--- src/include/cmb_cfg.svh ---
// Register offsets, field positions and reset values of the message buffer block
`ifndef CMB_CFG_SVH
`define CMB_CFG_SVH
// Register byte offsets on the Avalon slave
`define CMB_OFF_ERRCNT   5'h00
`define CMB_OFF_RXDATA   5'h04
`define CMB_OFF_TXDATA   5'h08
`define CMB_OFF_CTRL     5'h0C
`define CMB_OFF_IRQ_STS  5'h10
`define CMB_OFF_IRQ_MASK 5'h14
// Reset values
`define CMB_RST_WORD     16'h0000
`define CMB_RST_IRQ      3'h0
// Words per message buffer and last word index
`define CMB_WORDS        8
`define CMB_LAST_IDX     3'h7
// Buffer word 0 fields
`define CMB_W0_SID_LSB   2
`define CMB_W0_SRR_BIT   1
`define CMB_W0_IDE_BIT   0
// Buffer word 1 / word 2 fields
`define CMB_W1_EIDH_LSB  0
`define CMB_W2_EIDL_LSB  10
`define CMB_W2_RTR_BIT   9
`define CMB_W2_DLC_LSB   0
// Buffer word 7 field
`define CMB_W7_HIT_LSB   8
// Control register bits
`define CMB_CTRL_RXEN    0
`define CMB_CTRL_TXGO    1
`define CMB_CTRL_RXBUSY  2
`define CMB_CTRL_TXBUSY  3
// Interrupt status bits
`define CMB_IRQ_RXDONE   0
`define CMB_IRQ_TXDONE   1
`define CMB_IRQ_TXREFUSE 2
`endif

--- src/include/cmb_pkg.sv ---
// Types shared by the message buffer block
package cmb_pkg;
    typedef logic [15:0] cmb_word_t;   // One buffer word
    typedef logic [2:0]  cmb_widx_t;   // Word index 0..7
    // Receive hand-out sequencer
    typedef enum logic [2:0] {
        RX_IDLE  = 3'b000,
        RX_STORE = 3'b001,
        RX_FETCH = 3'b010,
        RX_LOAD  = 3'b011,
        RX_WAIT  = 3'b100
    } cmb_rx_state_t;
    // Transmit collection sequencer
    typedef enum logic [1:0] {
        TX_IDLE = 2'b00,
        TX_REQ  = 2'b01,
        TX_WAIT = 2'b10
    } cmb_tx_state_t;
endpackage

--- src/logic/cmb_msg_mem.sv ---
// Small message word memory with registered read data
`timescale 1ns/1ps
`default_nettype none
module cmb_msg_mem #(
    parameter int DW = 16,             // Word width
    parameter int DEPTH = 8,           // Number of words
    parameter int AW = 3               // Address width
) (
    input  wire logic          clk,
    input  wire logic          rst_n,
    input  wire logic          we,
    input  wire logic [AW-1:0] waddr,
    input  wire logic [DW-1:0] wdata,
    input  wire logic [AW-1:0] raddr,
    output logic      [DW-1:0] rdata
);
    logic [DW-1:0] mem_r [DEPTH];      // Storage, no reset needed

    // Write port
    always_ff @(posedge clk)
    begin
        if (we)
        begin
            mem_r[waddr] <= wdata;
        end
    end

    // Read port, one cycle latency
    always_ff @(posedge clk or negedge rst_n)
    begin
        if (!rst_n)
        begin
            rdata <= '0;
        end
        else
        begin
            rdata <= mem_r[raddr];
        end
    end
endmodule // cmb_msg_mem
`default_nettype wire

--- src/logic/cmb_word_pack.sv ---
// Builds one buffer word of a received message from its fields
`timescale 1ns/1ps
`default_nettype none
`include "cmb_cfg.svh"
module cmb_word_pack
    import cmb_pkg::*;
(
    input  wire logic [2:0]  idx,
    input  wire logic        ext,
    input  wire logic        remote,
    input  wire logic [10:0] sid,
    input  wire logic [17:0] eid,
    input  wire logic [3:0]  dlc,
    input  wire logic [63:0] payload,
    input  wire logic [4:0]  filter,
    output cmb_word_t        word
);
    logic [2:0] byte_pair;             // Payload word 0..3

    // Word selection; unused and reserved bits are written as zero
    always_comb
    begin
        byte_pair = 3'(idx - 3'h3);
        word = `CMB_RST_WORD;
        unique case (idx)
            3'h0:
            begin
                word[`CMB_W0_SID_LSB +: 11] = sid;
                word[`CMB_W0_SRR_BIT] = ext ? 1'b1 : remote;
                word[`CMB_W0_IDE_BIT] = ext;
            end
            3'h1: word[`CMB_W1_EIDH_LSB +: 12] = eid[17:6];
            3'h2:
            begin
                word[`CMB_W2_EIDL_LSB +: 6] = eid[5:0];
                word[`CMB_W2_RTR_BIT] = ext & remote;
                word[`CMB_W2_DLC_LSB +: 4] = dlc;
            end
            3'h3, 3'h4, 3'h5, 3'h6:
                word = payload[16*byte_pair[1:0] +: 16];
            3'h7: word[`CMB_W7_HIT_LSB +: 5] = filter;
        endcase
    end
endmodule // cmb_word_pack
`default_nettype wire

--- src/logic/cmb_msgbuf.sv ---
// Message buffer word engine with data registers and Avalon-MM slave
`timescale 1ns/1ps
`default_nettype none
`include "cmb_cfg.svh"
module cmb_msgbuf
    import cmb_pkg::*;
(
    input  wire logic        clk,
    input  wire logic        rst_n,
    // Avalon-MM slave
    input  wire logic [4:0]  avs_address,
    input  wire logic        avs_read,
    input  wire logic        avs_write,
    input  wire logic [31:0] avs_writedata,
    input  wire logic [3:0]  avs_byteenable,
    output logic      [31:0] avs_readdata,
    output logic             avs_waitrequest,
    output logic             irq,
    // Error counters from the protocol engine
    input  wire logic [7:0]  transmit_error_counter,
    input  wire logic [7:0]  receive_error_counter,
    // Received message from the protocol engine
    input  wire logic        rx_msg_valid,
    output logic             rx_msg_ready,
    input  wire logic        rx_ext,
    input  wire logic        rx_remote,
    input  wire logic [10:0] rx_std_id,
    input  wire logic [17:0] rx_ext_id,
    input  wire logic [3:0]  rx_dlc,
    input  wire logic [63:0] rx_payload,
    input  wire logic [4:0]  matched_filter_number,
    // Transfer requests to the DMA controller
    output logic             rx_dma_req,
    output logic             tx_dma_req,
    // Message to the protocol engine
    output logic             tx_msg_valid,
    output logic             extended_id_select,
    output logic             tx_remote,
    output logic      [10:0] tx_std_id,
    output logic      [17:0] tx_ext_id,
    output logic      [3:0]  tx_dlc,
    output logic      [63:0] tx_payload
);
    // Byte-enable merge of a 16-bit register
    function automatic cmb_word_t be_merge(input cmb_word_t old_v,
                                           input logic [31:0] new_v,
                                           input logic [3:0] be);
        cmb_word_t res;
        res = old_v;
        if (be[0]) res[7:0] = new_v[7:0];
        if (be[1]) res[15:8] = new_v[15:8];
        return res;
    endfunction

    cmb_rx_state_t rx_state_r;         // Receive sequencer
    cmb_tx_state_t tx_state_r;         // Transmit sequencer
    cmb_widx_t     rx_idx_r;           // Receive word index
    cmb_widx_t     tx_idx_r;           // Transmit word index
    cmb_word_t     rx_word_r;          // Receive data word register
    cmb_word_t     tx_word_r;          // Transmit data word register
    cmb_word_t     pack_word;          // Packed word for rx_idx_r
    cmb_word_t     mem_rdata;          // Stored word read back
    logic          rx_en_r;            // Receive hand-out enabled
    logic [2:0]    irq_sts_r;          // Sticky event bits
    logic [2:0]    irq_mask_r;         // Event enables
    logic [2:0]    irq_set;            // Events this cycle
    logic          w0_srr_r;           // Word 0 remote bit seen
    logic          w2_rtr_r;           // Word 2 remote bit seen
    // Latched received message, held while it is packed
    logic          rxl_ext_r;
    logic          rxl_remote_r;
    logic [10:0]   rxl_sid_r;
    logic [17:0]   rxl_eid_r;
    logic [3:0]    rxl_dlc_r;
    logic [63:0]   rxl_payload_r;
    logic [4:0]    rxl_filter_r;
    // Bus strobes
    logic          acc;                // Access completes this edge
    logic          wr_acc;
    logic          rd_rx_acc;          // Receive word taken by the bus
    logic          wr_tx_acc;          // Transmit word given by the bus
    logic          tx_go;              // Software starts a collection
    logic          mem_we;

    assign acc       = (avs_read | avs_write) & ~avs_waitrequest;
    assign wr_acc    = acc & avs_write;
    assign rd_rx_acc = acc & avs_read & (avs_address == `CMB_OFF_RXDATA);
    assign wr_tx_acc = wr_acc & (avs_address == `CMB_OFF_TXDATA);
    assign tx_go     = wr_acc & (avs_address == `CMB_OFF_CTRL)
                     & avs_byteenable[0] & avs_writedata[`CMB_CTRL_TXGO];
    assign mem_we    = (rx_state_r == RX_STORE);

    // Packs the latched message one word at a time
    cmb_word_pack u_pack (
        .idx     (rx_idx_r),
        .ext     (rxl_ext_r),
        .remote  (rxl_remote_r),
        .sid     (rxl_sid_r),
        .eid     (rxl_eid_r),
        .dlc     (rxl_dlc_r),
        .payload (rxl_payload_r),
        .filter  (rxl_filter_r),
        .word    (pack_word)
    );

    // Receive message buffer image
    cmb_msg_mem #(
        .DW    (16),
        .DEPTH (`CMB_WORDS),
        .AW    (3)
    ) u_rx_mem (
        .clk   (clk),
        .rst_n (rst_n),
        .we    (mem_we),
        .waddr (rx_idx_r),
        .wdata (pack_word),
        .raddr (rx_idx_r),
        .rdata (mem_rdata)
    );

    // Wait state: one wait cycle per access so read data can be registered
    always_ff @(posedge clk or negedge rst_n)
    begin
        if (!rst_n)
            avs_waitrequest <= 1'b1;
        else
            avs_waitrequest <= ~((avs_read | avs_write) & avs_waitrequest);
    end

    // Read data mux, captured in the first cycle of a read
    always_ff @(posedge clk or negedge rst_n)
    begin
        if (!rst_n)
            avs_readdata <= '0;
        else if (avs_read & avs_waitrequest)
        begin
            avs_readdata <= '0;        // Unmapped reads return zero
            unique case (avs_address)
                `CMB_OFF_ERRCNT:
                    avs_readdata[15:0] <= {transmit_error_counter,
                                           receive_error_counter};
                `CMB_OFF_RXDATA:   avs_readdata[15:0] <= rx_word_r;
                `CMB_OFF_TXDATA:   avs_readdata[15:0] <= tx_word_r;
                `CMB_OFF_CTRL:
                    avs_readdata[3:0] <= {tx_state_r != TX_IDLE,
                                          rx_state_r != RX_IDLE,
                                          1'b0, rx_en_r};
                `CMB_OFF_IRQ_STS:  avs_readdata[2:0] <= irq_sts_r;
                `CMB_OFF_IRQ_MASK: avs_readdata[2:0] <= irq_mask_r;
                default:           avs_readdata <= '0;
            endcase
        end
    end

    // Receive enable bit
    always_ff @(posedge clk or negedge rst_n)
    begin
        if (!rst_n)
            rx_en_r <= 1'b0;
        else if (wr_acc & (avs_address == `CMB_OFF_CTRL) & avs_byteenable[0])
            rx_en_r <= avs_writedata[`CMB_CTRL_RXEN];
    end

    // Latch an accepted message so the engine may move on at once
    always_ff @(posedge clk or negedge rst_n)
    begin
        if (!rst_n)
        begin
            rxl_ext_r     <= 1'b0;
            rxl_remote_r  <= 1'b0;
            rxl_sid_r     <= '0;
            rxl_eid_r     <= '0;
            rxl_dlc_r     <= '0;
            rxl_payload_r <= '0;
            rxl_filter_r  <= '0;
        end
        else if (rx_msg_valid & rx_msg_ready)
        begin
            rxl_ext_r     <= rx_ext;
            rxl_remote_r  <= rx_remote;
            rxl_sid_r     <= rx_std_id;
            rxl_eid_r     <= rx_ext_id;
            rxl_dlc_r     <= rx_dlc;
            rxl_payload_r <= rx_payload;
            rxl_filter_r  <= matched_filter_number;
        end
    end

    // Receive sequencer: store eight words, then hand them out in order
    always_ff @(posedge clk or negedge rst_n)
    begin
        if (!rst_n)
        begin
            rx_state_r   <= RX_IDLE;
            rx_idx_r     <= '0;
            rx_msg_ready <= 1'b0;
            rx_dma_req   <= 1'b0;
        end
        else
        begin
            rx_dma_req <= 1'b0;
            unique case (rx_state_r)
                RX_IDLE:
                begin
                    // Ready only when enabled, so disabled holds off the engine
                    rx_msg_ready <= rx_en_r & ~(rx_msg_valid & rx_msg_ready);
                    rx_idx_r     <= '0;
                    if (rx_msg_valid & rx_msg_ready)
                        rx_state_r <= RX_STORE;
                end
                RX_STORE:
                begin
                    rx_idx_r <= 3'(rx_idx_r + 3'h1);
                    if (rx_idx_r == `CMB_LAST_IDX)
                        rx_state_r <= RX_FETCH;
                end
                RX_FETCH: rx_state_r <= RX_LOAD;   // Memory read latency
                RX_LOAD:
                begin
                    rx_dma_req <= 1'b1;
                    rx_state_r <= RX_WAIT;
                end
                RX_WAIT:
                begin
                    if (rd_rx_acc)
                    begin
                        rx_idx_r <= 3'(rx_idx_r + 3'h1);
                        rx_state_r <= (rx_idx_r == `CMB_LAST_IDX)
                                      ? RX_IDLE : RX_FETCH;
                    end
                end
                default: rx_state_r <= RX_IDLE;   // Illegal codes recover
            endcase
        end
    end

    // Receive data word: hardware load wins over a software write
    always_ff @(posedge clk or negedge rst_n)
    begin
        if (!rst_n)
            rx_word_r <= `CMB_RST_WORD;
        else if (rx_state_r == RX_LOAD)
            rx_word_r <= mem_rdata;
        else if (wr_acc & (avs_address == `CMB_OFF_RXDATA))
            rx_word_r <= be_merge(rx_word_r, avs_writedata, avs_byteenable);
    end

    // Transmit data word register
    always_ff @(posedge clk or negedge rst_n)
    begin
        if (!rst_n)
            tx_word_r <= `CMB_RST_WORD;
        else if (wr_tx_acc)
            tx_word_r <= be_merge(tx_word_r, avs_writedata, avs_byteenable);
    end

    // Transmit sequencer: request each word, collect it, then hand off
    always_ff @(posedge clk or negedge rst_n)
    begin
        if (!rst_n)
        begin
            tx_state_r   <= TX_IDLE;
            tx_idx_r     <= '0;
            tx_dma_req   <= 1'b0;
            tx_msg_valid <= 1'b0;
        end
        else
        begin
            tx_dma_req   <= 1'b0;
            tx_msg_valid <= 1'b0;
            unique case (tx_state_r)
                TX_IDLE:
                begin
                    tx_idx_r <= '0;
                    if (tx_go)
                        tx_state_r <= TX_REQ;
                end
                TX_REQ:
                begin
                    tx_dma_req <= 1'b1;
                    tx_state_r <= TX_WAIT;
                end
                TX_WAIT:
                begin
                    if (wr_tx_acc)
                    begin
                        tx_idx_r <= 3'(tx_idx_r + 3'h1);
                        if (tx_idx_r == `CMB_LAST_IDX)
                        begin
                            tx_msg_valid <= 1'b1;
                            tx_state_r   <= TX_IDLE;
                        end
                        else
                            tx_state_r <= TX_REQ;
                    end
                end
                default: tx_state_r <= TX_IDLE;
            endcase
        end
    end

    // Unpack each written word into the outgoing message fields
    always_ff @(posedge clk or negedge rst_n)
    begin
        if (!rst_n)
        begin
            extended_id_select <= 1'b0;
            tx_remote          <= 1'b0;
            tx_std_id          <= '0;
            tx_ext_id          <= '0;
            tx_dlc             <= '0;
            tx_payload         <= '0;
            w0_srr_r           <= 1'b0;
            w2_rtr_r           <= 1'b0;
        end
        else if (tx_state_r == TX_WAIT && wr_tx_acc)
        begin
            // Reserved and unused bits of the written word are not used
            unique case (tx_idx_r)
                3'h0:
                begin
                    tx_std_id <= avs_writedata[`CMB_W0_SID_LSB +: 11];
                    w0_srr_r  <= avs_writedata[`CMB_W0_SRR_BIT];
                    extended_id_select <= avs_writedata[`CMB_W0_IDE_BIT];
                end
                3'h1: tx_ext_id[17:6] <= avs_writedata[11:0];
                3'h2:
                begin
                    tx_ext_id[5:0] <= avs_writedata[`CMB_W2_EIDL_LSB +: 6];
                    w2_rtr_r <= avs_writedata[`CMB_W2_RTR_BIT];
                    tx_dlc   <= avs_writedata[`CMB_W2_DLC_LSB +: 4];
                end
                3'h3, 3'h4, 3'h5, 3'h6:
                    // Word 3 is payload slot 0; the cast keeps the slot 2 bits
                    tx_payload[16*2'(tx_idx_r - 3'h3) +: 16]
                        <= avs_writedata[15:0];
                3'h7:
                    // Word 7 has no meaning for transmit; remote is resolved
                    tx_remote <= extended_id_select ? w2_rtr_r
                                                    : w0_srr_r;
            endcase
        end
    end

    // Events for the interrupt status
    always_comb
    begin
        irq_set = '0;
        irq_set[`CMB_IRQ_RXDONE]   = (rx_state_r == RX_WAIT) & rd_rx_acc
                                   & (rx_idx_r == `CMB_LAST_IDX);
        irq_set[`CMB_IRQ_TXDONE]   = (tx_state_r == TX_WAIT) & wr_tx_acc
                                   & (tx_idx_r == `CMB_LAST_IDX);
        irq_set[`CMB_IRQ_TXREFUSE] = tx_go & (tx_state_r != TX_IDLE);
    end

    // Sticky status, write one to clear; a new event beats the clear
    always_ff @(posedge clk or negedge rst_n)
    begin
        if (!rst_n)
            irq_sts_r <= `CMB_RST_IRQ;
        else if (wr_acc & (avs_address == `CMB_OFF_IRQ_STS) & avs_byteenable[0])
            irq_sts_r <= (irq_sts_r & ~avs_writedata[2:0]) | irq_set;
        else
            irq_sts_r <= irq_sts_r | irq_set;
    end

    // Interrupt mask
    always_ff @(posedge clk or negedge rst_n)
    begin
        if (!rst_n)
            irq_mask_r <= `CMB_RST_IRQ;
        else if (wr_acc & (avs_address == `CMB_OFF_IRQ_MASK) & avs_byteenable[0])
            irq_mask_r <= avs_writedata[2:0];
    end

    // Level interrupt, registered
    always_ff @(posedge clk or negedge rst_n)
    begin
        if (!rst_n)
            irq <= 1'b0;
        else
            irq <= |(irq_sts_r & irq_mask_r);
    end

    // Checks on the design's own behaviour
    AST_ERRCNT_READ: assert property (@(posedge clk) disable iff (!rst_n)
        (avs_read && avs_waitrequest && avs_address == `CMB_OFF_ERRCNT)
        |=> avs_readdata == {16'h0000, $past(transmit_error_counter),
                             $past(receive_error_counter)})
        else $error("error count read wrong");
    AST_RXWORD_LOAD: assert property (@(posedge clk) disable iff (!rst_n)
        rx_dma_req |-> rx_word_r == mem_rdata)
        else $error("receive word not loaded before request");
    AST_TXWORD_WRITE: assert property (@(posedge clk) disable iff (!rst_n)
        (wr_tx_acc && avs_byteenable[1:0] == 2'h3)
        |=> tx_word_r == $past(avs_writedata[15:0]))
        else $error("transmit word not stored");
    AST_W0_LAYOUT: assert property (@(posedge clk) disable iff (!rst_n)
        (mem_we && rx_idx_r == 3'h0) |-> pack_word[15:13] == 3'h0
        && pack_word[12:2] == rxl_sid_r && pack_word[0] == rxl_ext_r)
        else $error("word 0 layout wrong");
    AST_W2_LAYOUT: assert property (@(posedge clk) disable iff (!rst_n)
        (mem_we && rx_idx_r == 3'h2) |-> pack_word[3:0] == rxl_dlc_r
        && pack_word[8:4] == 5'h00 && pack_word[15:10] == rxl_eid_r[5:0])
        else $error("word 2 layout wrong");
    AST_W7_HIT: assert property (@(posedge clk) disable iff (!rst_n)
        (mem_we && rx_idx_r == 3'h7)
        |-> pack_word == {3'h0, rxl_filter_r, 8'h00})
        else $error("filter hit word wrong");
    AST_RX_ONE_REQ: assert property (@(posedge clk) disable iff (!rst_n)
        rx_dma_req |=> !rx_dma_req [*3])
        else $error("receive request repeated");
    AST_TX_DONE: assert property (@(posedge clk) disable iff (!rst_n)
        tx_msg_valid |-> $past(tx_idx_r) == 3'h7 && tx_idx_r == 3'h0)
        else $error("transmit message short");
    AST_TX_REMOTE: assert property (@(posedge clk) disable iff (!rst_n)
        (tx_msg_valid && !extended_id_select) |-> tx_remote == w0_srr_r)
        else $error("standard remote bit ignored");
    AST_IRQ_LEVEL: assert property (@(posedge clk) disable iff (!rst_n)
        |(irq_sts_r & irq_mask_r) |=> irq)
        else $error("interrupt not raised");
endmodule // cmb_msgbuf
`default_nettype wire

--- config.mk ---
export PLATFORM = sky130hd
export DESIGN_NAME = cmb_msgbuf
export DESIGN_NICKNAME = d
export VERILOG_FILES = /design/src/include/cmb_pkg.sv /design/src/logic/cmb_msg_mem.sv /design/src/logic/cmb_word_pack.sv /design/src/logic/cmb_msgbuf.sv
export VERILOG_INCLUDE_DIRS = /design/src /design/src/include
export SDC_FILE = /design/constraint.sdc
export NUM_CORES = 1
export LEC_CHECK = 0
export BUFFER_PORTS_ARGS = -buffer_cell sky130_fd_sc_hd__buf_4
export CORE_MARGIN = 2
export CORE_UTILIZATION = 55
export CTS_BUF_LIST = sky130_fd_sc_hd__clkbuf_2
export DETAILED_ROUTE_END_ITERATION = 7
export MAX_ROUTING_LAYER = met4
export PLACE_DENSITY_LB_ADDON = 0.05
export SYNTH_ARGS = -nofsm -noshare
export SYNTH_HDL_FRONTEND = slang
export SYNTH_SLANG_ARGS = --single-unit
--- constraint.sdc ---
create_clock -name clk -period 5.1 [get_ports clk]
set_input_delay 1.02 -clock clk [delete_from_list [all_inputs] [get_ports clk]]
set_output_delay 1.02 -clock clk [all_outputs]
set_load 0.05 [all_outputs]
Word level (Yosys, flattened, before mapping) --
Memory sizes are Yosys's and may differ from the RTL's. A register that Yosys moved wholly into a read port is not among the register bits. Cells that the tools add are included.
Storage, ports and cells: input port bits 166, memory bits (writable) 128, output and inout port bits 137, word-level logic and storage cells 172, register bits after elaboration 277, memories 1
Memory list:
- u_rx_mem.mem_r | depth 8, bits a word 16, rd ports 1, clocked after memory_dff 1, write ports 1, RTL line cmb_msg_mem.sv:17 | logic [DW-1:0] mem_r [DEPTH];
Operators by class: bitwise logic cells 32, reductions and logical operators 30, eq/ne operators 30, add/subtract/negate cells 5, shift-type cells 3, mux-type cells 37
Operators by type and width (number):
- $bwmux W64 | 1
- $shift A16 B34 Y64 const A | 1
- $shiftx A16 B34 Y64 | 1
- $shiftx A64 B7 Y16 | 1
- $pmux W12 S3 | 1
- $neg A6 Y34 | 1
- $mux W16 | 2
- $pmux W3 S5 | 2
- $eq A3 B3 Y1 const B | 9
- $reduce_and A2 Y1 | 12
- $and A1 B1 Y1 | 23
- $eq A3 B2 Y1 const B | 6
- $mux W3 | 6
- $pmux W3 S6 | 1
- $mux W8 | 2
- $pmux W4 S4 | 1
- $pmux W1 S4 | 3
- $pmux W3 S2 | 2
- $pmux W4 S3 | 1
- $eq A5 B4 Y1 const B | 2
- $eq A5 B5 Y1 const B | 2
- $mux W1 | 10
- $reduce_bool A2 Y1 | 5
- $eq A3 B1 Y1 const B | 3
- other kinds (24) | 39

Depth between registers and ports, before layout --
Gate-level depths: netlist of run 1.
depth in word-level cells 9, gate-level depth with buffers 10, depth with buffers taken out 6

Modules after synthesis --
From an unflattened synthesis of run 1, not the netlist that was laid out.
Second synthesis, totals: cells, all modules 1185, area, all modules 18092.4 sq um
By module, submodules not included:
- cmb_msgbuf | area each 11865.1 sq um, times used 1, cells each 891, seq. area each 6932.9 sq um
- cmb_msg_mem | area each 5373.9 sq um, times used 1, cells each 214, seq. area each 4244.1 sq um
- cmb_word_pack | area each 853.3 sq um, times used 1, cells each 80, seq. area each 0.0 sq um

Worst setup path after synthesis of run 1 --
No wires, ideal clock.
path type register to register, start reg rx_idx_r[0], end mem u_rx_mem.mem_r[0][10], data pin, cell stages (with the launch flop) 11, setup time 0.308 ns, clock period less this slack 3.047 ns, arrival 2.740 ns, slack 2.053 ns, required time 4.792 ns, path buffers 5, cells stage by stage dfrtp_1 buf_2 clkbuf_1 inv_1 buf_1 ha_1 clkbuf_1 clkbuf_1 mux4_2 nand2_1 nand3_1
On the way: longest elaborated chain between the ends 3, elaborated cells between the ends (all ways) 12, classes of those cells add/sub (1); eq/ne (7); shift (1); mux (1); reduce/logical (2)
Ends and longest elaborated chain:
- start: declaration | RTL line cmb_msgbuf.sv:57 | cmb_widx_t rx_idx_r;
- start signal: assignment | RTL line cmb_msgbuf.sv:213 | rx_idx_r <= 3'(rx_idx_r + 3'h1);
- start signal: assignment | RTL line cmb_msgbuf.sv:227 | rx_idx_r <= 3'(rx_idx_r + 3'h1);
- $sub A2 B2 Y2 (tied with other cells) | RTL line cmb_word_pack.sv:23 | byte_pair = 3'(idx - 3'h3);
- $shiftx A64 B7 Y16 / $reduce_or A4 Y1 (equally long branches) | RTL line cmb_word_pack.sv:40, cmb_word_pack.sv:25
- $pmux W3 S5 * | RTL line cmb_word_pack.sv:25 | unique case (idx)
- named net pack_word[10] | RTL line cmb_msgbuf.sv:61 | cmb_word_t pack_word;
- end: declaration | RTL line cmb_msg_mem.sv:17
Mark *: on every way through the listed nets, which the timed path passes. The rest lies on a longest branch.

Final worst setup path of run 1 --
start reg rx_idx_r[0], end mem u_rx_mem.mem_r[3][7], data pin
On the way: longest elaborated chain between the ends 3, elaborated cells between the ends (all ways) 10, classes of those cells add/sub (1); eq/ne (5); shift (1); mux (1); reduce/logical (2)
Ends and longest elaborated chain (RTL line):
- $sub A2 B2 Y2 (tied with other cells) | cmb_word_pack.sv:23
- $shiftx A64 B7 Y16 / $reduce_or A4 Y1 (equally long branches) | cmb_word_pack.sv:40, cmb_word_pack.sv:25
- $pmux W4 S3 * | cmb_word_pack.sv:25
- named net pack_word[7] | cmb_msgbuf.sv:61
Marks and branches as above.

==> out/qor.txt, run 1 <==
Synth Area in XOR/XNOR - 0%
Pleak - 9.47 nW
CP peak stage delay - 0.69 ns
Cts bufs inserted - 105
Largest family of logic cells by synthesized area - multiplexers
Synth-to-layout area growth - 18.0%
Post-Syn Instances - 1341
I/O pin cnt - 303
Synth top area cells - dfrtp_1, edfxtp_1, mux2_2
HP Class - in -> async
Largest area contributor in the netlist - dfrtp_1
Clock H-tree levels - 3
Chip width - 183 um
FP Rows - 65
Die H - 183 um
Crit start category - flop
Fin crit share - 62.7%
Peak fanout along the critical path - 16
Max-slew headroom - 22.6%
Area of the multi-input gates - 6120 um2
F_max - 0.313 GHz
Crit path time final - 3.20 ns
Most frequent cells in the layout - dfrtp_1, buf_4, nand2_1
DP HPWL - 29100 um
Largest net degree at the start of global routing - 113
Asr flop ratio synth - 69.6%
CTS Root Cell - clkbuf_2
# setup viols final - 0
GRT Total Usage - 26.8%
Kind of critical path - reg -> reg
Clock Latency Late Sink - 0.97 ns
Vias - 11900
Yosys warning total - 0
Final ANT Viol Nets - 0
Outcome - finished clean
Adder-cell share of the synthesized area - 0.777%
Vias in the first global route - 12000
Final Cell Area - 20900 um2
Max-slew violations - 0
1st-pass router iterations - 6
# fillers - 2499
Setup repair bufs after CTS - 0
Max clock buf depth - 3
Final clock skew - 0.0872 ns
Slew of the pin with the lowest slew margin - 1.16 ns
WL/cell - 20.3 um
First-pass GRT wire length - 66700 um
Share of cells above drive strength 1 - 38.6%
Initial core utilization - 56.0%
CTS tree - built
Final hold vios - 0
PwrDens - 487 nW/um2
Core ar. - 31600 um2
Initial antenna violation count - 3
1st-iter DRT viols - 719
Setup TNS - 0 ns
Clk sink count - 421
Final WL - 43100 um
IO Port Bufs - 268
Critical path arrival - 3.79 ns
Mean Syn Cell Area - 13.2 um2
Post_cts resized - 0
Compound-Gate Fraction of Synth Area - 6.64%
Synth top area share - 41.2%
Clk slew on worst S/H paths - 0.10 ns
Maximum vdd drop - 0.000257 V
EDFF count, synth - 128
Worst setup margin - 1.90 ns
Maxcap violations - 0
Main synth FF type - dfrtp_1
Seq cells post-synth - 421
Crit-path slowest cell - ha_1
Storage element area - 11200 um2
Required @ worst endpoint - 5.69 ns
GR Overflow Total - 0
Mux contribution to synthesized area - 17.4%
DRC viols - 0
Hold-fix buffers, CTS - 0
Hold WS - 0.129 ns
Sequential share of the synthesized area - 63.1%
Post-Synth Simple-Gate Area - 9.10%
Mapped Area - 17700 um2
Die area - 33700 um2
RSZ-0062 raised after global routing - no
Power consumption - 10.2 mW
Crit-path cells - inv_1, ha_1, mux4_2, a222oi_1, inv_1
Place WS - 1.55 ns
Final net count - 1826
Distinct cells, synth - 58
GPL Wtd Cong - 0.816
CP Capture Type - flop
Commonest non-fill, non-tap cell in the layout - dfrtp_1
Placement Cell Area - 20000 um2
Worst path most repeated cell - inv_1
Vias/cell - 5.59
[per-stage QoR]
stage / instances / utilization [%]
after global placement: 1944 / 63.2
after detailed placement: 1944 / 63.2
after global routing: 2128 / 66.1
after CTS: 2125 / 66.0
final: 2128 / 66.1
after floorplan: 1356 / -
[layer usage]
metal / GRT usage [%] / vias to the layer above / wire length, um
li1: - / 5476 / -
met1: 32.9 / 5939 / 17600
met2: 44.1 / 412 / 21600
met3: 6.68 / 64 / 2970
met4: 8.19 / 0 / 904
met5: - / - / 0
[power breakdown]
group	total, mW	internal, mW	switching [mW]
clock network	2.12	0.827	1.30
registers	5.09	4.67	0.425
logic	2.96	1.27	1.70
[path summary, 6_finish.rpt]
kind | start | endpoint | slack [ns] | cells after the start
max in group asynchronous | rst_n | rxl_payload_r[0] | 3.86 | 2
setup / recovery | rx_idx_r[0] | u_rx_mem.mem_r[3][7] | 1.90 | 5
setup reg to reg | rx_idx_r[0] | u_rx_mem.mem_r[3][7] | 1.90 | 5
hold / removal | rst_n | tx_payload[63] | 0.13 | 1
min in group clk | rx_std_id[8] | rxl_sid_r[8] | 0.28 | 2
hold reg to reg | tx_state_r[1] | tx_dma_req | 0.48 | 1
[synthesized netlist by cell type, types with 12 or more instances]
| library cell | count |
|---|---|
| nand2_1 | 200 |
| buf_4 | 17 |
| nor2b_1 | 25 |
| edfxtp_1 | 128 |
| buf_2 | 12 |
| a21oi_1 | 43 |
| o21ai_0 | 70 |
| dfrtp_1 | 292 |
| mux4_2 | 32 |
| nor2_1 | 55 |
| inv_1 | 13 |
| buf_1 | 15 |
| o21ai_1 | 30 |
| clkbuf_1 | 48 |
| nand3_1 | 17 |
| mux2i_1 | 53 |
| mux2_2 | 163 |
[logic make-up after synthesis]
logic type | count (synthesis)
AOI/OAI and AO/OA | 198
DFF | 421
muxes | 248
other | 1
buffers and inverters | 110
and+or+nand+nor | 352
adders and majority gates | 11
[sequential cells by signal, summed over array words and instances (netlist names), 5 cells and up]
register        count
avs_readdata       16
rx_word_r          16
rxl_eid_r          18
rxl_filter_r        5
rxl_payload_r      64
rxl_sid_r          11
tx_ext_id          18
tx_payload         64
tx_std_id          11
tx_word_r          16
u_rx_mem.mem_r    128
u_rx_mem.rdata     16
[final cells by class]
type	count	area share [%]
diodes	3	0.0359
clock buffers	162	3.88
clock inverters	19	0.347
inverters	14	0.251
multi-input cells	825	29.3
flip-flops and latches	421	53.5
well taps	402	2.41
repair buffers	282	10.3
[critical path: cells and delay by family (launching register included)]
kind	cells	cell delay, ns
compound gates	1	0.51
flops	1	0.55
fa+ha+maj	1	0.69
mux	1	0.41
buf+inv	2	0.68
Power figures use the tool's default switching activity.
==> run 2: changes to the inputs <==
--- a/config.mk
+++ b/config.mk
@@ -8,7 +8,7 @@
 export LEC_CHECK = 0
 export BUFFER_PORTS_ARGS = -buffer_cell sky130_fd_sc_hd__buf_4
 export CORE_MARGIN = 2
-export CORE_UTILIZATION = 55
+export CORE_UTILIZATION = 53
 export CTS_BUF_LIST = sky130_fd_sc_hd__clkbuf_2
 export DETAILED_ROUTE_END_ITERATION = 7
 export MAX_ROUTING_LAYER = met4
==> constraint.sdc (replaced) <==
create_clock -name clk -period 2.9 [get_ports clk]
set_input_delay 0.58 -clock clk [delete_from_list [all_inputs] [get_ports clk]]
set_output_delay 0.58 -clock clk [all_outputs]
set_load 0.05 [all_outputs]
==> run 2 against run 1 <==
  * Design area increased by 8.9%
  * Fmax increased by 22%
  * Die area increased by 3.7%
  * Setup slack got worse by 1.6 ns
  * Register-to-register slack got worse by 1.6 ns
  * Clock power increased by 83%
  * Core utilization increased by 3.5 points
  * Routed wire length increased by 7.4%
  * Count of clock-buffer cells in the layout increased by 1
  * Via count increased by 6.9%
  * Global-route usage increased by 0.99 points
  * Worst hold slack got worse by 0.0014 ns
  * Critical endpoint is now u_rx_mem.mem_r[4][7]
==> out/qor.txt, run 2 (same netlist as run 1, synthesis figures left out) <==
Placed insts - 2024
Post_cts resized - 0
Clock Latency Late Sink - 0.97 ns
Final hold vios - 0
Final net count - 2011
Setup TNS - 0 ns
CP Capture Type - flop
# fillers - 2437
GR Overflow Total - 0
Max clock buf depth - 3
DRC viols - 0
Largest Register - u_rx_mem.mem_r
Final ANT Viol Nets - 0
1st-pass router iterations - 6
Max-slew headroom - 44.7%
CTS Root Cell - clkbuf_2
Clock power frac - 21.1%
Hold WS - 0.127 ns
GPL Wtd Cong - 0.818
Crit-path slowest cell - a222oi_1
Required @ worst endpoint - 3.49 ns
Worst reg2reg path endpoint - u_rx_mem.mem_r[4][7]
Vias/cell - 5.38
HP Class - in -> reg
Vias in the first global route - 13000
Vias - 12700
CTS tree - built
Reg2reg path depth - 7
Gate power share - 30.7%
# setup viols final - 0
Die area - 34900 um2
Flop2flop setup slack - 0.27 ns
Core ar. - 32700 um2
Non-Filler Instances - 2362
Hold Path Sink - avs_readdata[0]
Outcome - finished clean
Min-delay src - receive_error_counter[0]
CP peak stage delay - 0.65 ns
GRT Total Usage - 27.7%
Most frequent cells in the layout - buf_4, dfrtp_1, nand2_1
IO Port Bufs - 268
Max-slew violations - 0
PwrDens - 811 nW/um2
Fin crit share - 90.5%
Largest net degree at the start of global routing - 70
Synth-to-layout area growth - 28.4%
Final WL - 46300 um
Initial antenna violation count - 3
Maximum vdd drop - 0.000490 V
FP Rows - 66
Die H - 187 um
Hold depth - 4
Net Sw Power - 6.26 mW
Share of cells above drive strength 1 - 36.9%
Crit path time final - 2.63 ns
Commonest non-fill, non-tap cell in the layout - buf_4
Top flop regs - u_rx_mem.mem_r (128), rxl_payload_r (64), tx_payload (64)
Slew of the pin with the lowest slew margin - 0.827 ns
Initial core utilization - 54.2%
Final Util - 69.6%
DP HPWL - 30300 um
I/O pin cnt - 303
R2r startpoint - rx_idx_r[1]
Peak fanout along the critical path - 10
Cts bufs inserted - 106
P_int - 12.2 mW
F_max - 0.381 GHz
Kind of critical path - reg -> reg
Buf+Inv Stages, Crit Path - 3
Pleak - 10.3 nW
Final clock skew - 0.0717 ns
Maxcap violations - 0
Clock H-tree levels - 3
Chip width - 187 um
Sequential power share - 48.2%
RSZ-0062 raised after global routing - no
Crit-path cells - clkinv_1, buf_4, ha_1, nor3_1, a21oi_1, a222oi_1, inv_1
Family with the most delay on the worst path - compound AO/OA/AOI/OAI gates
Clk sink count - 421
Critical path arrival - 3.21 ns
Max reg flops - 128
Clk slew on worst S/H paths - 0.10 ns
Crit start category - flop
Sw Ratio - 33.9%
First-pass GRT wire length - 72800 um
1st-iter DRT viols - 688
WL/cell - 19.6 um
==> run 2: changes by cell type in the layout (fill, tap and decap cells not counted), sizes merged <==
cell         delta
inv             -1
dlygate4sd3   +144
clkinv          +5
clkinvlp        +5
clkbuf          +1
buf            +40
==> run 2: metrics by stage <==
| step | worst slack [ns] | instance area [um2] | total power, mW |
|---|---|---|---|
| after floorplan | 0.00987 | 17800 | 12.5 |
| after global placement | 0.349 | 20400 | 14.3 |
| after detailed placement | 0.308 | 20400 | 14.5 |
| after CTS | 0.213 | 22700 | 18.6 |
| after global routing | 0.0666 | 22800 | 19.6 |
| final | 0.275 | 22800 | 18.5 |
==> run 2: cell type report <==
| type | instances | area (um2) | share of cell area, % |
|---|---|---|---|
| Sequential cell | 421 | 11200 | 49.1 |
| Multi-Input combinational cell | 825 | 6090 | 26.8 |
| Timing Repair Buffer | 466 | 3920 | 17.2 |
| Clock buffer | 163 | 816 | 3.59 |
| Tap cell | 442 | 553 | 2.43 |
| Clock inverter | 28 | 130 | 0.572 |
| Inverter | 14 | 52.6 | 0.231 |
| Antenna cell | 3 | 7.51 | 0.0330 |
==> run 2: timing repair <==
item	CTS	global route
hold buffers	144	0
endpoints found under the hold margin	403	0
buffers inserted	0	0
==> run 2: how the worst max path moves through the flow <==
stage / start / to / slack (ns) / depth (start not counted)
floorplan: rx_idx_r[2] / u_rx_mem.mem_r[0][0] / 0.01 / 5
global placement: rx_idx_r[1] / u_rx_mem.mem_r[5][4] / 0.35 / 5
detailed placement: avs_address[2] / tx_std_id[9] / 0.31 / 5
finish: rx_idx_r[1] / u_rx_mem.mem_r[4][7] / 0.27 / 7
global route: rx_idx_r[1] / u_rx_mem.mem_r[2][7] / 0.07 / 7
CTS: rx_idx_r[1] / u_rx_mem.mem_r[6][7] / 0.21 / 7
==> run 2: metal layers <==
metal	part of all wire, %	wire length (um)	vias to the layer above	GRT usage, %
met4	2.4	1110	0	10.1
li1	-	-	5855	-
met5	0	0	-	-
met3	6.5	3000	78	5.05
met2	51	23500	495	45.3
met1	40	18700	6280	35.0
==> run 2: worst min-delay path, cell delays in order <==
cell and delay, ns:
buf_4 0.09, mux2i_1 0.06, o21ai_0 0.17, a32o_1 0.16
==> run 2: power by group through the flow <==
stage / logic, mW / registers (mW) / clock network (mW)
final: 5.67 / 8.90 / 3.89
after global routing: 6.17 / 9.05 / 4.35
after CTS: 5.71 / 8.86 / 4.01
after detailed placement: 5.53 / 8.99 / 0
after global placement: 5.42 / 8.92 / 0
after floorplan: 3.56 / 8.89 / 0
==> run 3: changes to the inputs <==
--- a/config.mk
+++ b/config.mk
@@ -13,6 +13,8 @@
 export DETAILED_ROUTE_END_ITERATION = 7
 export MAX_ROUTING_LAYER = met4
 export PLACE_DENSITY_LB_ADDON = 0.05
+export SETUP_SLACK_MARGIN = 0.05
 export SYNTH_ARGS = -nofsm -noshare
 export SYNTH_HDL_FRONTEND = slang
+export SYNTH_HIERARCHICAL = 1
 export SYNTH_SLANG_ARGS = --single-unit
==> run 3 against run 2 <==
  * Design area rose by 1.0%
  * Synthesized area rose by 2.1%
  * Non-clock buffer count fell by 20
  * Via count fell by 8.5%
  * First-iteration DRC count fell by 21%
  * Core utilization fell by 1.2 points
  * Sequential share of layout area fell by 0.51 points
  * Sequential power rose by 0.9%
  * Final cell count fell by 6.8%
  * Combinational power rose by 3%
  * Critical path type unchanged
  * Largest power group unchanged
  * Highest routed layer unchanged
==> out/qor.txt, run 3 <==
Most numerous cell in the Yosys netlist - dfrtp_1
Largest area contributor in the netlist - dfrtp_1
GR Overflow Total - 0
Mean Syn Cell Area - 15.3 um2
IO Port Bufs - 268
Synth top area share - 40.4%
Distinct cells, synth - 67
Post_cts resized - 0
I/O pin cnt - 303
Synth top area cells - dfrtp_1, edfxtp_1, mux2_2
Kind of critical path - reg -> reg
Final WL - 42600 um
PwrDens - 814 nW/um2
Worst setup margin - 0.485 ns
Asr flop ratio synth - 69.6%
1st-pass router iterations - 4
Critical path arrival - 3.05 ns
Initial core utilization - 53.8%
Clk sink count - 421
Fin crit share - 83.3%
Hold Path Sink - avs_readdata[2]
Place WS - 0.340 ns
Vias in the first global route - 12400
Non-Filler Instances - 2201
Crit path time final - 2.41 ns
Main synth FF type - dfrtp_1
Max clock buf depth - 3
Hold WS - 0.121 ns
Required @ worst endpoint - 3.53 ns
WL/cell - 19.4 um
Outcome - finished clean
Final Util - 68.4%
Largest Register - u_rx_mem/mem_r
Min-delay src - avs_address[4]
Share of cells above drive strength 1 - 42.7%
Mapped Area - 18100 um2
Crit-path slowest cell - ha_1
Hold depth - 4
CP peak stage delay - 0.63 ns
DP HPWL - 28300 um
Max-slew headroom - 52.8%
Reg2reg path depth - 5
Top flop regs - u_rx_mem/mem_r (128), rxl_payload_r (64), tx_payload (64)
Clock Latency Late Sink - 0.99 ns
Die H - 189 um
Commonest non-fill, non-tap cell in the layout - buf_4
EDFF count, synth - 128
Maxcap violations - 0
Clock H-tree levels - 3
Final ANT Viol Nets - 0
Crit start category - flop
Buf+Inv Stages, Crit Path - 2
Cts bufs inserted - 106
F_max - 0.414 GHz
Synth-to-layout area growth - 27.1%
Die area - 35600 um2
1st-iter DRT viols - 542
Pleak - 10.5 nW
GPL Wtd Cong - 0.859
DRC viols - 0
CTS Root Cell - clkbuf_2
Setup TNS - 0 ns
HP Class - in -> reg
GRT Total Usage - 25.2%
Family with the most delay on the worst path - adder cells
# setup viols final - 0
First-pass GRT wire length - 67600 um
R2r startpoint - rx_idx_r[0]
Max-slew violations - 0
CTS tree - built
FP Rows - 67
Largest net degree at the start of global routing - 75
Final hold vios - 0
Seq cells post-synth - 421
Flop2flop setup slack - 0.49 ns
Top post-synthesis cells by count - dfrtp_1, mux2_2, edfxtp_1, nand2_1, nor2_1
Final Cell Area - 23000 um2
Yosys warning total - 6
Chip width - 189 um
Worst reg2reg path endpoint - u_rx_mem/mem_r[5][3]
CP Capture Type - flop
Power consumption - 18.7 mW
Final clock skew - 0.0808 ns
Crit-path cells - inv_1, ha_1, buf_4, mux4_2, o2bb2ai_1
Sequential share of the synthesized area - 61.8%
Placement Cell Area - 20600 um2
Peak fanout along the critical path - 10
Final net count - 1851
Post-Syn Instances - 1185
Clk slew on worst S/H paths - 0.12 ns
Maximum vdd drop - 0.000513 V
Vias/cell - 5.28
Core ar. - 33600 um2
Most frequent cells in the layout - buf_4, dfrtp_1, mux2_2
Max reg flops - 128
RSZ-0062 raised after global routing - no
Vias - 11600
Initial antenna violation count - 2
Placed insts - 1873
Slew of the pin with the lowest slew margin - 0.708 ns
## run 3: worst max-delay path by stage
stage | startpoint | end | slack (ns) | cells after the start
finish | rx_idx_r[0] | u_rx_mem/mem_r[5][3] | 0.49 | 5
global route | rx_idx_r[0] | u_rx_mem/mem_r[5][0] | 0.37 | 6
CTS | avs_waitrequest | avs_waitrequest | 0.44 | 1
detailed placement | avs_address[4] | tx_word_r[10] | 0.34 | 5
global placement | avs_address[1] | tx_word_r[11] | 0.35 | 5
floorplan | rx_idx_r[0] | u_rx_mem/mem_r[0][4] | 0.40 | 8
## run 3: cells by family (layout without fill, tap and decap cells)
family,Yosys count,in the layout,share of synthesized area [%]
DFF,421,421,61.8
muxes,316,316,23.6
and+or+nand+nor,212,212,5.91
AOI/OAI and AO/OA,114,114,4.70
buffers and inverters,109,660,3.19
adders and majority gates,12,12,0.830
other,1,18,0.0207
## run 3: repair_timing
| action | CTS | global route |
|---|---|---|
| hold endpoints to repair | 498 | 0 |
| hold buffers | 140 | 0 |
| buffers inserted | 0 | 0 |
## run 3: area by class of cell
class / instances / area (um2)
antenna: 2 / 5.00
clock inverter: 18 / 104
sequential: 421 / 11200
tap: 448 / 561
multi-input combinational: 670 / 6410
clock buffer: 168 / 841
inverter: 28 / 105
timing repair buffer: 446 / 3780
fill: 2419 / 10600
## run 3: routing by layer
layer / routed length (um) / vias up / track usage, %
met5: 0 / - / -
li1: - / 5382 / -
met4: 933 / 0 / 9.22
met3: 2190 / 53 / 5.25
met1: 18100 / 5853 / 31.2
met2: 21400 / 335 / 41.3
## run 3: power breakdown
group          leakage, nW  switching [mW]  internal [mW]
Sequential            4.85           0.658           8.32
Clock                0.743            2.28           1.60
Combinational         4.90            3.08           2.77
## run 3: worst register-to-register path, stage by stage (launching register included)
cell	delay, ns
dfrtp_2	0.41
inv_1	0.07
ha_1	0.63
buf_4	0.29
mux4_2	0.35
o2bb2ai_1	0.31
